$ cat src/stop_ctrl_pkg.sv
// constants for the deep stop state controller
// assumes one 125 MHz clock and an 8-bit register port

package stop_ctrl_pkg;

    // ----------------------------------------------------------------
    // register port
    // ----------------------------------------------------------------
    localparam int ADDR_W = 4;
    localparam int DATA_W = 8;

    localparam logic [3:0] OFS_PROC_CLK_CTRL = 4'h0;
    localparam logic [3:0] OFS_POWER_SAVE = 4'h1;
    localparam logic [3:0] OFS_STAB_SEL = 4'h2;
    localparam logic [3:0] OFS_PROT_CMD = 4'h3;
    localparam logic [3:0] OFS_TIMER_SRC = 4'h4;
    localparam logic [3:0] OFS_SERIAL_SRC = 4'h5;
    localparam logic [3:0] OFS_STATUS = 4'h6;

    // ----------------------------------------------------------------
    // field positions
    // ----------------------------------------------------------------
    localparam int BIT_CPU_ON_SUB = 0;
    localparam int BIT_FEEDBACK_CUT = 1;
    localparam int BIT_EXPANSION = 2;
    localparam int BIT_STOP_REQ = 0;
    localparam int BIT_WT_TO_WIDE = 0;
    localparam int BIT_WATCH_SUB = 1;
    localparam int BIT_FIFTH_SUB = 2;
    localparam int BIT_SIXTH_SUB = 3;
    localparam int BIT_SEVENTH_OUT = 4;
    localparam int BIT_EIGHTH_OUT = 5;
    localparam int BIT_RTO_FIFTH = 6;
    localparam int BIT_RTO_SIXTH = 7;
    localparam int BIT_CLK_SER_LO = 0;
    localparam int BIT_CLK_SER5 = 4;
    localparam int BIT_UART_LO = 5;
    localparam int BIT_IRQ7_SUB = 7;
    localparam int STAB_SEL_W = 3;

    // ----------------------------------------------------------------
    // reset values and timing
    // ----------------------------------------------------------------
    localparam logic [7:0] RST_PROC_CLK_CTRL = 8'h00;
    localparam logic [7:0] RST_SRC = 8'h00;
    localparam logic [2:0] RST_STAB_SEL = 3'h3;
    localparam int STAB_EXP_STEP = 2;

    typedef enum logic [1:0] {ST_RUN, ST_STOP, ST_STAB} mode_e;

endpackage

$ cat src/stop_mode_ctrl.sv
// deep stop state controller: clock gating, wake-up and stabilisation
// assumes the register port and interrupt request share i_clk; the
// nmi, bus hold request and subclock strap arrive from pins
`timescale 1ns/100ps

module stop_mode_ctrl
    import stop_ctrl_pkg::*;
#(
    parameter int STAB_EXP_BASE = 13
) (
    input wire logic i_clk,
    input wire logic i_arst_n,
    input wire logic [stop_ctrl_pkg::ADDR_W-1:0] i_addr,
    input wire logic [stop_ctrl_pkg::DATA_W-1:0] i_wr_data,
    input wire logic i_wr_en,
    input wire logic i_rd_en,
    output logic [stop_ctrl_pkg::DATA_W-1:0] o_rd_data,
    input wire logic i_nmi,
    input wire logic i_irq_unmasked,
    input wire logic i_bus_hold_request,
    input wire logic i_subclock_present,
    output logic o_main_osc_en,
    output logic o_main_clk_en,
    output logic o_sub_osc_en,
    output logic o_sub_clk_en,
    output logic o_sub_feedback_cut,
    output logic o_cpu_run,
    output logic o_wake_to_handler,
    output logic o_bus_hold_acknowledge,
    output logic o_first_wide_timer_run,
    output logic o_second_wide_timer_run,
    output logic o_fifth_narrow_timer_run,
    output logic o_sixth_narrow_timer_run,
    output logic o_seventh_narrow_timer_run,
    output logic o_eighth_narrow_timer_run,
    output logic o_watch_timer_run,
    output logic [3:0] o_clocked_serial_channels_run,
    output logic o_fifth_clocked_serial_channel_run,
    output logic [1:0] o_uart_tx_run,
    output logic [1:0] o_uart_rx_run,
    output logic o_real_time_output_run,
    output logic o_seventh_external_irq_run,
    output logic o_first_four_external_irqs_run,
    output logic o_fifth_sixth_external_irqs_run,
    output logic o_nmi_input_run,
    output logic o_key_return_run,
    output logic o_watchdog_run,
    output logic o_dma_run,
    output logic o_adc_run,
    output logic o_two_wire_serial_run,
    output logic o_port_hold,
    output logic o_ext_bus_float
);
    import stop_ctrl_pkg::*;

    // ----------------------------------------------------------------
    // parameter checks
    // ----------------------------------------------------------------
    localparam int MAX_EXP = STAB_EXP_BASE + STAB_EXP_STEP * 7;

    if (STAB_EXP_BASE < 1 || MAX_EXP > 31) begin : g_bad_exp
        $error("stabilisation exponent out of range");
    end

    // ----------------------------------------------------------------
    // state
    // ----------------------------------------------------------------
    // pin order in the synchroniser vectors: 0 nmi, 1 hold, 2 subclock
    typedef struct packed {
        mode_e mode;
        logic [31:0] stab_cnt;
        logic woke_by_irq;
        logic wake_pulse;
        logic stop_req;
        logic prot_armed;
        logic [7:0] proc_clk_ctrl;
        logic [2:0] stab_sel;
        logic [7:0] timer_src;
        logic [7:0] serial_src;
        logic [7:0] rd_data;
        logic [2:0] sync1;
        logic [2:0] sync2;
        logic [2:0] sync3;
        logic [2:0] pin;
    } state_s;

    state_s q;
    state_s next_q;

    logic halted;
    logic sub_ok;
    logic nmi_lvl;
    logic hold_lvl;
    logic wide_runs;
    logic fifth_runs;
    logic sixth_runs;
    logic [31:0] stab_last;
    logic [4:0] stab_exp;

    assign nmi_lvl = q.pin[0];
    assign hold_lvl = q.pin[1];
    assign sub_ok = q.pin[2];
    assign halted = (q.mode != ST_RUN);

    // the wait length is a power of two, so the last count is 2^n - 1
    assign stab_exp = 5'(STAB_EXP_BASE) +
                      5'({q.stab_sel, 1'b0});
    assign stab_last = (32'h1 << stab_exp) - 32'h1;

    // ----------------------------------------------------------------
    // next state
    // ----------------------------------------------------------------
    always_comb begin
        next_q = q;
        next_q.wake_pulse = 1'b0;

        // a pin counts as changed once the second and third stages agree
        next_q.sync1 = {i_subclock_present, i_bus_hold_request, i_nmi};
        next_q.sync2 = q.sync1;
        next_q.sync3 = q.sync2;
        next_q.pin = (q.sync2 & ~(q.sync2 ^ q.sync3)) |
                     (q.pin & (q.sync2 ^ q.sync3));

        next_q.rd_data = 8'h00;
        if (i_rd_en) begin
            unique case (i_addr)
                OFS_PROC_CLK_CTRL: next_q.rd_data = q.proc_clk_ctrl;
                OFS_POWER_SAVE: next_q.rd_data = {7'h00, q.stop_req};
                OFS_STAB_SEL: next_q.rd_data = {5'h00, q.stab_sel};
                OFS_TIMER_SRC: next_q.rd_data = q.timer_src;
                OFS_SERIAL_SRC: next_q.rd_data = q.serial_src;
                OFS_STATUS: next_q.rd_data = {4'h0, hold_lvl, sub_ok,
                        q.mode == ST_STAB, q.mode == ST_STOP};
                default: next_q.rd_data = 8'h00;
            endcase
        end

        if (i_wr_en) begin
            // any write other than the command write disarms the key
            next_q.prot_armed = (i_addr == OFS_PROT_CMD);
            unique case (i_addr)
                OFS_PROC_CLK_CTRL: next_q.proc_clk_ctrl = {5'h00,
                        i_wr_data[2:0]};
                OFS_STAB_SEL: next_q.stab_sel = i_wr_data[2:0];
                OFS_TIMER_SRC: next_q.timer_src = i_wr_data;
                OFS_SERIAL_SRC: next_q.serial_src = i_wr_data;
                default: ;
            endcase
            // a stop write is only honoured straight after the key, with
            // the cpu on the main clock; otherwise it is dropped silently
            if (i_addr == OFS_POWER_SAVE && q.mode == ST_RUN &&
                    i_wr_data[BIT_STOP_REQ] && q.prot_armed &&
                    !q.proc_clk_ctrl[BIT_CPU_ON_SUB]) begin
                next_q.stop_req = 1'b1;
                next_q.mode = ST_STOP;
            end
        end

        unique case (q.mode)
            ST_RUN: ;
            ST_STOP: begin
                if (nmi_lvl || i_irq_unmasked) begin
                    next_q.mode = ST_STAB;
                    next_q.stab_cnt = 32'h0;
                    next_q.woke_by_irq = 1'b1;
                end
            end
            ST_STAB: begin
                if (q.stab_cnt >= stab_last) begin
                    next_q.mode = ST_RUN;
                    next_q.stop_req = 1'b0;
                    next_q.woke_by_irq = 1'b0;
                    next_q.wake_pulse = q.woke_by_irq;
                end else begin
                    next_q.stab_cnt = q.stab_cnt + 32'h1;
                end
            end
        endcase
    end

    // ----------------------------------------------------------------
    // registers
    // ----------------------------------------------------------------
    // reset lands in the stabilisation wait with the default select,
    // so a reset release also waits out the oscillator start
    always_ff @(posedge i_clk or negedge i_arst_n) begin
        if (!i_arst_n) begin
            q.mode <= ST_STAB;
            q.stab_cnt <= 32'h0;
            q.woke_by_irq <= 1'b0;
            q.wake_pulse <= 1'b0;
            q.stop_req <= 1'b0;
            q.prot_armed <= 1'b0;
            q.proc_clk_ctrl <= RST_PROC_CLK_CTRL;
            q.stab_sel <= RST_STAB_SEL;
            q.timer_src <= RST_SRC;
            q.serial_src <= RST_SRC;
            q.rd_data <= 8'h00;
            q.sync1 <= 3'h0;
            q.sync2 <= 3'h0;
            q.sync3 <= 3'h0;
            q.pin <= 3'h0;
        end else begin
            q <= next_q;
        end
    end

    // ----------------------------------------------------------------
    // clock and unit enables
    // ----------------------------------------------------------------
    assign o_rd_data = q.rd_data;
    assign o_main_osc_en = (q.mode != ST_STOP);
    // clocks stay withheld through the wait; registers and RAM hold
    assign o_main_clk_en = !halted;
    assign o_cpu_run = !halted;
    assign o_sub_osc_en = 1'b1;
    assign o_sub_clk_en = 1'b1;
    assign o_sub_feedback_cut = halted &&
        q.proc_clk_ctrl[BIT_FEEDBACK_CUT];
    assign o_wake_to_handler = q.wake_pulse;
    assign o_bus_hold_acknowledge = hold_lvl && !halted;

    assign wide_runs = !halted || (q.timer_src[BIT_WT_TO_WIDE] &&
        q.timer_src[BIT_WATCH_SUB] && sub_ok);
    assign fifth_runs = !halted ||
        (q.timer_src[BIT_FIFTH_SUB] && sub_ok);
    assign sixth_runs = !halted ||
        (q.timer_src[BIT_SIXTH_SUB] && sub_ok);

    assign o_first_wide_timer_run = wide_runs;
    assign o_second_wide_timer_run = !halted;
    assign o_fifth_narrow_timer_run = fifth_runs;
    assign o_sixth_narrow_timer_run = sixth_runs;
    assign o_seventh_narrow_timer_run = !halted ||
        (q.timer_src[BIT_SEVENTH_OUT] && wide_runs);
    assign o_eighth_narrow_timer_run = !halted ||
        (q.timer_src[BIT_EIGHTH_OUT] && wide_runs);
    assign o_watch_timer_run = !halted ||
        (q.timer_src[BIT_WATCH_SUB] && sub_ok);

    assign o_clocked_serial_channels_run = {4{!halted}} |
        q.serial_src[BIT_CLK_SER_LO +: 4];
    assign o_fifth_clocked_serial_channel_run = !halted ||
        q.serial_src[BIT_CLK_SER5];
    // receive needs the main clock for sampling, so it always stops
    assign o_uart_tx_run = {2{!halted}} |
        q.serial_src[BIT_UART_LO +: 2];
    assign o_uart_rx_run = {2{!halted}};

    assign o_real_time_output_run = !halted ||
        (q.timer_src[BIT_RTO_FIFTH] && fifth_runs && sub_ok) ||
        (q.timer_src[BIT_RTO_SIXTH] && sixth_runs && sub_ok);
    assign o_seventh_external_irq_run = !halted ||
        (q.serial_src[BIT_IRQ7_SUB] && sub_ok);

    assign o_first_four_external_irqs_run = 1'b1;
    assign o_nmi_input_run = 1'b1;
    assign o_key_return_run = 1'b1;
    assign o_fifth_sixth_external_irqs_run = !halted;
    assign o_watchdog_run = !halted;
    assign o_dma_run = !halted;
    assign o_adc_run = !halted;
    assign o_two_wire_serial_run = !halted;
    assign o_port_hold = halted;
    assign o_ext_bus_float = halted &&
        q.proc_clk_ctrl[BIT_EXPANSION];

endmodule

$ cat config.mk
export PLATFORM = sky130hd
export DESIGN_NAME = stop_mode_ctrl
export DESIGN_NICKNAME = d
export VERILOG_FILES = /design/src/stop_ctrl_pkg.sv /design/src/stop_mode_ctrl.sv
export SDC_FILE = /design/constraint.sdc
export NUM_CORES = 1
export LEC_CHECK = 0
export ABC_AREA = 1
export BUFFER_PORTS_ARGS = -buffer_cell sky130_fd_sc_hd__buf_2
export CAP_MARGIN = 20
export CORE_MARGIN = 2
export CORE_UTILIZATION = 35
export CTS_CLUSTER_SIZE = 14
export DETAILED_ROUTE_END_ITERATION = 10
export SETUP_SLACK_MARGIN = 0.2
export SYNTH_ARGS = -nofsm -noshare
export SYNTH_HDL_FRONTEND = slang
export SYNTH_SLANG_ARGS = --single-unit
export TNS_END_PERCENT = 50
$ cat constraint.sdc
create_clock -name i_clk -period 7.3 [get_ports i_clk]
set_input_delay 0 -clock i_clk [delete_from_list [all_inputs] [get_ports i_clk]]
set_output_delay 0 -clock i_clk [all_outputs]
set_load 0.005 [all_outputs]
# ---- After elaboration in Yosys (flattened, before gate mapping)
# Cells that the tools add are included.
dict set report totals {
  regBits 80
  input_bits 20
  output_inout_bits 44
  word_cells 97
}
dict set report classes {
  add_sub_neg 3
  order_cmp 1
  eq_ne 12
  shift 1
  muxes 16
  bitwise 7
  n_reduce_logical 42
}
# operator n
set op_table {}
lappend op_table {{35-bit case mux with 2 select lines} 1}
lappend op_table {{8-bit case mux with 6 select lines} 1}
lappend op_table {{35-bit 2-to-1 mux} 1}
lappend op_table {{32-bit by 1-bit adder with 32-bit output (second input constant)} 1}
lappend op_table {{32-bit >= comparator} 1}
lappend op_table {{32-bit 2-to-1 mux} 1}
lappend op_table {{1-bit by 5-bit left shift with 32-bit output (first input constant)} 1}
lappend op_table {{32-bit by 1-bit subtractor with 32-bit output (second input constant)} 1}
lappend op_table {{29-bit 2-to-1 mux} 1}
lappend op_table {{8-bit 2-to-1 mux} 3}
lappend op_table {{1-bit logical AND} 19}
lappend op_table {{4-bit by 3-bit == test with 1-bit output (second input constant)} 3}
lappend op_table {{1-bit logical OR} 11}
lappend op_table {{3-bit 2-to-1 mux} 3}
lappend op_table {{4-bit by 2-bit == test with 1-bit output (second input constant)} 2}
lappend op_table {{2-bit 2-to-1 mux} 4}
lappend op_table {{2-bit AND reduction} 4}
lappend op_table {{3-bit bitwise AND} 2}
lappend op_table {{2-bit by 1-bit != test with 1-bit output (second input constant)} 3}
lappend op_table {{3-bit AND reduction} 2}
lappend op_table {{4-bit by 4-bit adder with 5-bit output (first input constant)} 1}
lappend op_table {{4-bit by 1-bit == test with 1-bit output (second input constant)} 1}
lappend op_table {{4-bit logical NOT} 1}
lappend op_table {{4-bit bitwise OR} 1}
lappend op_table {{11 further kinds} 13}

# ---- Longest topological paths before layout
# Gate-level depths: netlist of the first run.
dict set report depth {
  word_depth 9
  mapped_depth 28
  ltp_nobuf 26
}

# ---- Worst setup path before layout of the first run
# OpenSTA, ideal clock, no wires.
dict set report synth_timing {
  path_type {register to register}
  start {register q[37] (netlist name)}
  end {register q[70] (netlist name)}
  setup_time_ns 0.117
  t_arrival_ns 3.398
  t_required_ns 7.183
  slack_ns 3.785
  path_stages_with_launch 29
  n_path_buf 2
  period_less_slack_ns 3.515
  path_cell_list {dfstp_2 > inv_1 > ha_1 > buf_2 > nand2_1 > inv_1 > nand3_1 > ha_1 > inv_1 > a21oi_2 > inv_1 > nor2_1 > inv_1 > a31oi_1 > a41oi_1 > ha_1 > nand2_1 > inv_1 > o21ai_0 > nand2_1 > nand2_1 > nand2_1 > nor2_2 > nand2_2 > nand2_4 > nand2_4 > buf_6 > nand2_1 > nand2_1}
}
dict set report synth_via {
  elab_chain_len 6
}
# item line
set synth_rtl {}
lappend synth_rtl {{start: declaration} stop_mode_ctrl.sv:87} ;# state_s q;
lappend synth_rtl {{start signal: assignment} stop_mode_ctrl.sv:204} ;# q <= next_q;
lappend synth_rtl {{4-bit by 4-bit adder with 5-bit output} stop_mode_ctrl.sv:106} ;# assign stab_exp = 5'(STAB_EXP_BASE) +
lappend synth_rtl {{1-bit by 5-bit left shift with 32-bit output} stop_mode_ctrl.sv:108} ;# assign stab_last = (32'h1 << stab_exp) - 32'h1;
lappend synth_rtl {{32-bit by 1-bit subtractor with 32-bit output} stop_mode_ctrl.sv:108}
lappend synth_rtl {{32-bit >= comparator} stop_mode_ctrl.sv:169} ;# if (q.stab_cnt >= stab_last) begin
lappend synth_rtl {{2-bit != test (no source line)} -}
lappend synth_rtl {{3-bit AND reduction (no source line)} -}
# Every way passes these cells.
# A chain may end at the register's enable or synchronous reset.

# ---- Worst setup path after layout of the first run
dict set report layout_timing {
  start {register q[37] (netlist name)}
  end {register q[62] (netlist name)}
}
# Same word-level chain as after synthesis.

==> flow_metrics.env, run 1 <==
export IMPL_worstPathArrival_ns=4.61
export IMPL_setup_violations=0
export IMPL_avgSynthCellArea_um2=6.924
export IMPL_finalCritPeriodShare_pct=60.00
export IMPL_r2r_start="q[37]$_DFFE_PN1P_"
export IMPL_viasPerCell=4.830
export IMPL_grt_pass1_wl_um=24160
export IMPL_first_pass_iters=7
export IMPL_swShare_pct=34.69
export IMPL_fin_worst_skew_ns=0.006285
export IMPL_insertion_delay_ns=0.35
export IMPL_grt_pass1_vias=4802
export IMPL_synthFlopType="dfrtp_1"
export IMPL_cts_sinks=80
export IMPL_rows=46
export IMPL_clk_pin_slew_ns=0.06
export IMPL_worst_path_max_delay_cell="dfstp_2"
export IMPL_startpoint="q[37]$_DFFE_PN1P_"
export IMPL_yosys_top_cells_count="242 x nand2_1, 103 x nor2_1, 86 x inv_1"
export IMPL_ys_types=42
export IMPL_ys_ff_latch=80
export IMPL_start_util_pct=35.43
export IMPL_r2r_end="q[62]$_DFFE_PN0P_"
export IMPL_fin_nets=914
export IMPL_synthCells=807
export IMPL_clock_root_buffer="clkbuf_16"
export IMPL_cp_max_fo=34
export IMPL_tightest_slew_ns=1.000
export IMPL_start_kind="flop"
export IMPL_final_hold_violation_count=0
export IMPL_slew_headroom_pct=33.25
export IMPL_place_hpwl_um=10680
export IMPL_cts_tree="built"
export IMPL_cp_num_buf_inv=5
export IMPL_ir_worst_vdd_v=0.0001703
export IMPL_fin_crit_ns=4.380
export IMPL_die_area_mm2=0.01699
export IMPL_synth_most_common_cell="nand2_1"
export IMPL_ys_warn_count=0
export IMPL_p_sw_uw=487.8
export IMPL_final_setup_tns_ns=0
export IMPL_coreArea_mm2=0.01577
export IMPL_drt_iter0_drc=316
export IMPL_status="finished clean"
export IMPL_syn_to_final_growth_pct=14.76
export IMPL_slew_violations=0
export IMPL_drtAntennaViolNets=0
export IMPL_post_drt_wl_per_cell_um=13.63
export IMPL_netlist_area_mm2=0.005588
export IMPL_cts_buffers_inserted=9
export IMPL_power_density_mw_per_mm2=219.3
export IMPL_grt_max_degree=75
export IMPL_max_stage_delay_ns=0.59
export IMPL_p_clk_share_pct=35.1
export IMPL_diodes=0
export IMPL_die_h_um=130.4
export IMPL_drive_gt1_share_pct=12.28
export IMPL_cp_depth=26
export IMPL_synth_top_cell_area_share_pct=34.48
export IMPL_drc_errors=0
export IMPL_max_freq_ghz=0.2283
export IMPL_grt_usage_pct=18.17
export IMPL_synth_edf_count=0
export IMPL_hold_class="input pin to flop"
export IMPL_antenna_found_initial=0
export IMPL_htree_num_levels=3
export IMPL_dr_total_vias=5212
export IMPL_io_buffers=58
export IMPL_rrSetupSlack_ns=2.92
export IMPL_worst_setup_path_end_kind="flop"
export IMPL_worst_ep_required_time_ns=7.53
export IMPL_hold_ws_ns=0.1115
export IMPL_setup_worst_path_end="q[62]$_DFFE_PN0P_"
export IMPL_wl_um=14710
export IMPL_crit_path_frequent_cell="nand2_1"
export IMPL_critical_path_class="flop to flop"
export IMPL_power_internal_uw=918.3
export IMPL_seq_area_frac_synth_pct=35.89
export IMPL_cts_buffer_depth=2
export IMPL_synthTopCellsByArea="dfrtp_1 34%, nand2_1 16%, ha_1 7.8%"
export IMPL_crit_family="simple AND/OR/NAND/NOR gates"
export IMPL_die_w_um=130.4
export IMPL_p_seq_share_pct=36.4
export IMPL_cap_violations=0
export IMPL_yosys_area_top_type="dfrtp_1"
export IMPL_globalRouteOverflowTotal=0
export IMPL_globalplace_congestion=0.8834
export IMPL_fillers=1701
export IMPL_io_pins=64
export IMPL_combinationalPowerShare_pct=28.5
export IMPL_synth_async_sr_flop_share_pct=100.0
export IMPL_p_leak_uw=0.003079
export IMPL_reg2reg_depth=26
export IMPL_power_uw=1406
export IMPL_rsz0062_at_grt="false"
-- final cells by class --
class	instances	area, µm²	share of cell area, %
multi-input cells	600	2990	46.63
flip-flops and latches	80	2006	31.28
repair buffers	79	493.0	7.688
inverters	89	334.1	5.210
well taps	216	270.3	4.215
clock buffers	9	225.2	3.512
clock inverters	6	93.84	1.463
-- cell usage in the layout, fill, tap and decap left out, types with 4 or more instances in the layout --
master / Yosys / routed
nor3_1: 9 / 9
dlygate4sd3_1: 0 / 17
nand3_1: 80 / 80
nand4_1: 4 / 4
nor2_2: 6 / 6
conb_1: 1 / 6
ha_1: 35 / 35
inv_1: 86 / 86
xor2_1: 4 / 4
or2_2: 6 / 6
buf_4: 22 / 5
a21oi_1: 26 / 26
a21o_1: 4 / 4
nand2_1: 242 / 242
buf_2: 8 / 57
dfrtp_1: 77 / 77
clkbuf_16: 0 / 9
nor2_1: 103 / 103
o21ai_1: 8 / 8
o21ai_0: 31 / 31
-- metal layers --
metal  GRT usage [%]  wire (µm)  vias up  share of wire (%)
met4           5.632        266        0                1.8
li1                -          -     2658                  -
met5               0          0        -                  0
met1           24.23       7125     2400                 48
met2           29.66       6583      133                 45
met3           3.854        735       21                5.0
-- power by group through the flow --
stage | registers, µW | clock network (µW) | logic [µW]
after floorplan | 509 | 0 | 299
after global placement | 518 | 0 | 392
after detailed placement | 518 | 0 | 395
after CTS | 511 | 506 | 403
after global routing | 516 | 528 | 457
final | 511 | 494 | 401
-- repair_timing --
| action | CTS | global route |
|---|---|---|
| hold buffers | 17 | 0 |
| setup buffers | 0 | 0 |
| endpoints found under the hold margin | 30 | 0 |
| gates resized for setup | 0 | 0 |
-- stage by stage --
stage / cell area, µm² / worst slack [ns] / util [%] / std cells
2_1_floorplan: 5607 / 3.785 / - / 812
6_report: 6412 / 2.920 / 40.66 / 1079
3_3_place_gp: 5923 / 3.048 / 37.56 / 1047
4_1_cts: 6412 / 2.948 / 40.66 / 1079
3_5_place_dp: 5923 / 2.971 / 37.56 / 1047
5_1_grt: 6412 / 2.498 / 40.66 / 1079
-- kinds of logic (layout without fill, tap and decap cells) --
kind of cell / after synthesis / in the layout / share of synthesized area, %
AOI/OAI and AO/OA: 85 / 85 / 8.509
xor gates and xnor gates: 6 / 6 / 0.9404
adders and majority gates: 38 / 38 / 8.374
buffers and inverters: 132 / 183 / 10.93
DFF: 80 / 80 / 35.89
other: 1 / 6 / 0.06711
and+or+nand+nor: 465 / 465 / 35.29
-- state kept, by name, indices dropped and copies added, names as in the netlist, named ones only --
register           count
next_q                 6
o_rd_data              8
o_wake_to_handler      1
q                     62
-- worst register-to-register path, cell delays in order (launching register included) --
cell     delay (ns)
dfstp_2        0.59
inv_1          0.12
ha_1           0.41
nand2_1        0.16
inv_1          0.10
nand3_1        0.09
ha_1           0.18
inv_1          0.07
a21oi_2        0.14
inv_1          0.12
nor2_1         0.14
o21ai_0        0.15
nor2_1         0.11
a21oi_1        0.05
ha_1           0.29
nand2_1        0.06
inv_1          0.03
o21ai_0        0.16
nand3_1        0.09
nand2_1        0.07
nand2_1        0.06
nor2_2         0.11
nand2_2        0.09
nand2_4        0.32
nand2_4        0.33
nand2_1        0.15
nand2_1        0.07
-- worst min-delay path by stage --
stage	slack [ns]	startpoint	depth (start not counted)	endpoint
finish	0.11	i_addr[2]	4	o_rd_data[0]$_DFF_PN0_
global route	0.13	i_addr[2]	4	o_rd_data[0]$_DFF_PN0_
floorplan	-0.30	i_arst_n	0	asynchronous set/reset pin
detailed placement	-0.19	i_arst_n	1	q[25]$_DFFE_PN0P_
global placement	-0.19	i_arst_n	1	q[26]$_DFFE_PN0P_
CTS	0.10	i_addr[2]	4	o_rd_data[0]$_DFF_PN0_
(Power assumes the default switching activity.)
==> run 2: changes to the inputs <==
==> constraint.sdc (replaced) <==
create_clock -name i_clk -period 4.1 [get_ports i_clk]
set_input_delay 0 -clock i_clk [delete_from_list [all_inputs] [get_ports i_clk]]
set_output_delay 0 -clock i_clk [all_outputs]
set_load 0.005 [all_outputs]
==> run 2 against run 1 <==
  * Sequential power rose by 78%
  * Critical path depth did not move
  * Total power rose by 81%
  * Largest cell class unchanged
==> flow_metrics.env, run 2 (synthesis gave the netlist of run 1 again) <==
export IMPL_drt_iter0_drc=339
export IMPL_r2r_end="q[69]$_DFFE_PN0P_"
export IMPL_wl_um=15360
export IMPL_viasPerCell=4.778
export IMPL_post_drt_wl_per_cell_um=14.16
export IMPL_worst_path_max_delay_cell="dfstp_2"
export IMPL_postLayoutCoreUtil_pct=41.43
export IMPL_die_w_um=130.4
export IMPL_rrSetupSlack_ns=0.41
export IMPL_critical_path_class="flop to flop"
export IMPL_hold_ws_ns=0.08068
export IMPL_hold_class="input pin to flop"
export IMPL_io_buffers=58
export IMPL_globalRouteOverflowTotal=0
export IMPL_grt_pass1_vias=4890
export IMPL_reg2reg_depth=26
export IMPL_p_leak_uw=0.003108
export IMPL_r2r_start="q[37]$_DFFE_PN1P_"
export IMPL_cts_sinks=80
export IMPL_cts_buffer_depth=2
export IMPL_rsz0062_at_grt="false"
export IMPL_worst_setup_path_end_kind="flop"
export IMPL_cts_tree="built"
export IMPL_globalplace_congestion=0.8709
export IMPL_final_cell_mix="241 x nand2_1, 102 x nor2_1, 84 x inv_1, 80 x nand3_1, 77 x dfrtp_1"
export IMPL_slew_violations=0
export IMPL_io_pins=64
export IMPL_start_util_pct=35.43
export IMPL_cap_violations=0
export IMPL_die_area_mm2=0.01699
export IMPL_power_density_mw_per_mm2=389.2
export IMPL_clk_pin_slew_ns=0.06
export IMPL_finalCritPeriodShare_pct=90.01
export IMPL_drc_errors=0
export IMPL_start_kind="flop"
export IMPL_die_h_um=130.4
export IMPL_grt_pass1_wl_um=24700
export IMPL_cts_buffers_inserted=9
export IMPL_fin_worst_skew_ns=0.007057
export IMPL_dr_total_vias=5184
export IMPL_rows=46
export IMPL_drive_gt1_share_pct=13.81
export IMPL_max_freq_ghz=0.2710
export IMPL_first_pass_iters=4
export IMPL_insertion_delay_ns=0.36
export IMPL_crit_path_frequent_cell="nand2_1"
export IMPL_instances_no_fill=1085
export IMPL_multi_input_area_mm2=0.003058
export IMPL_clock_root_buffer="clkbuf_16"
export IMPL_tightest_slew_ns=1.011
export IMPL_dp_cells=1049
export IMPL_final_common_cell="nand2_1"
export IMPL_final_setup_tns_ns=0
export IMPL_grt_max_degree=45
export IMPL_startpoint="q[37]$_DFFE_PN1P_"
export IMPL_worst_ep_required_time_ns=4.39
export IMPL_grt_usage_pct=18.64
export IMPL_place_hpwl_um=10810
export IMPL_ir_worst_vdd_v=0.0002542
export IMPL_fin_crit_ns=3.690
export IMPL_syn_to_final_growth_pct=16.93
export IMPL_fillers=1694
export IMPL_max_stage_delay_ns=0.58
export IMPL_power_uw=2543
export IMPL_top_register="q"
export IMPL_diodes=0
export IMPL_register_area_mm2=0.002006
export IMPL_largest_reg_flops=62
export IMPL_coreArea_mm2=0.01577
export IMPL_htree_num_levels=3
export IMPL_final_hold_violation_count=0
export IMPL_worstPathArrival_ns=3.98
export IMPL_drtAntennaViolNets=0
export IMPL_status="finished clean"
export IMPL_setup_worst_path_end="q[69]$_DFFE_PN0P_"
export IMPL_fin_nets=919
export IMPL_antenna_found_initial=0
export IMPL_setup_violations=0
export IMPL_slew_headroom_pct=32.49
export IMPL_cp_max_fo=16
==> run 2: cell types whose count changed in the layout (fill, tap and decap cells not counted), moves of 2 or more <==
cell     change
buf_4        +3
inv_1        -2
inv_2        +2
nand2_4      -2
nand2_8      +3
==> run 2: cell type report <==
class,count,share of cell area (%)
multi-input cells,601,46.80
flip-flops and latches,80,30.70
repair buffers,83,8.426
inverters,89,5.113
well taps,216,4.136
clock buffers,10,3.658
clock inverters,6,1.168
==> run 2: worst min-delay path by stage <==
stage                    from                         end  slack (ns)  cells after the start
global route        i_addr[1]      o_rd_data[0]$_DFF_PN0_        0.09                      4
detailed placement   i_arst_n           q[25]$_DFFE_PN0P_        0.04                      1
floorplan            i_arst_n  asynchronous set/reset pin       -0.30                      0
global placement     i_arst_n           q[25]$_DFFE_PN0P_        0.04                      1
CTS                 i_addr[1]             q[83]$_DFF_PN0_        0.07                      4
finish              i_addr[1]             q[83]$_DFF_PN0_        0.08                      4
==> run 2: what timing repair did <==
item / CTS / global route
setup endpoints to repair: 32 / 36
pin swaps: 0 / 0
cloned: 0 / 2
hold buffers: 16 / 0
resized for setup: 1 / 12
hold endpoints to repair: 65 / 0
setup buffers: 0 / 2
==> run 2: critical path: cells and delay by family, from the launching register on <==
kind            cells  cell delay [ns]
flops               1             0.58
simple gates       12             1.15
fa+ha+maj           3             0.73
buf+inv             7             0.69
compound gates      4             0.50
==> run 2: metrics by stage <==
stage / setup WS, ns / area [µm²]
CTS: 0.2361 / 6435
global placement: 0.2550 / 5951
detailed placement: 0.1821 / 5951
finish: 0.4097 / 6534
global route: 0.1748 / 6534
floorplan: 0.5850 / 5607
==> run 2: metal layers <==
metal	GRT usage, %	vias to the layer above	wire [µm]
met5	0	-	0
met4	5.382	0	280
met3	4.469	19	761
met2	29.17	143	6911
met1	25.76	2355	7407
li1	-	2667	-
==> run 2: report_power, final <==
group | internal (µW) | switching (µW) | leakage (µW) | total [µW]
Combinational | 270 | 507 | 0.00190 | 778
Sequential | 857 | 54.0 | 0.00105 | 911
Clock | 498 | 357 | 0.000155 | 855
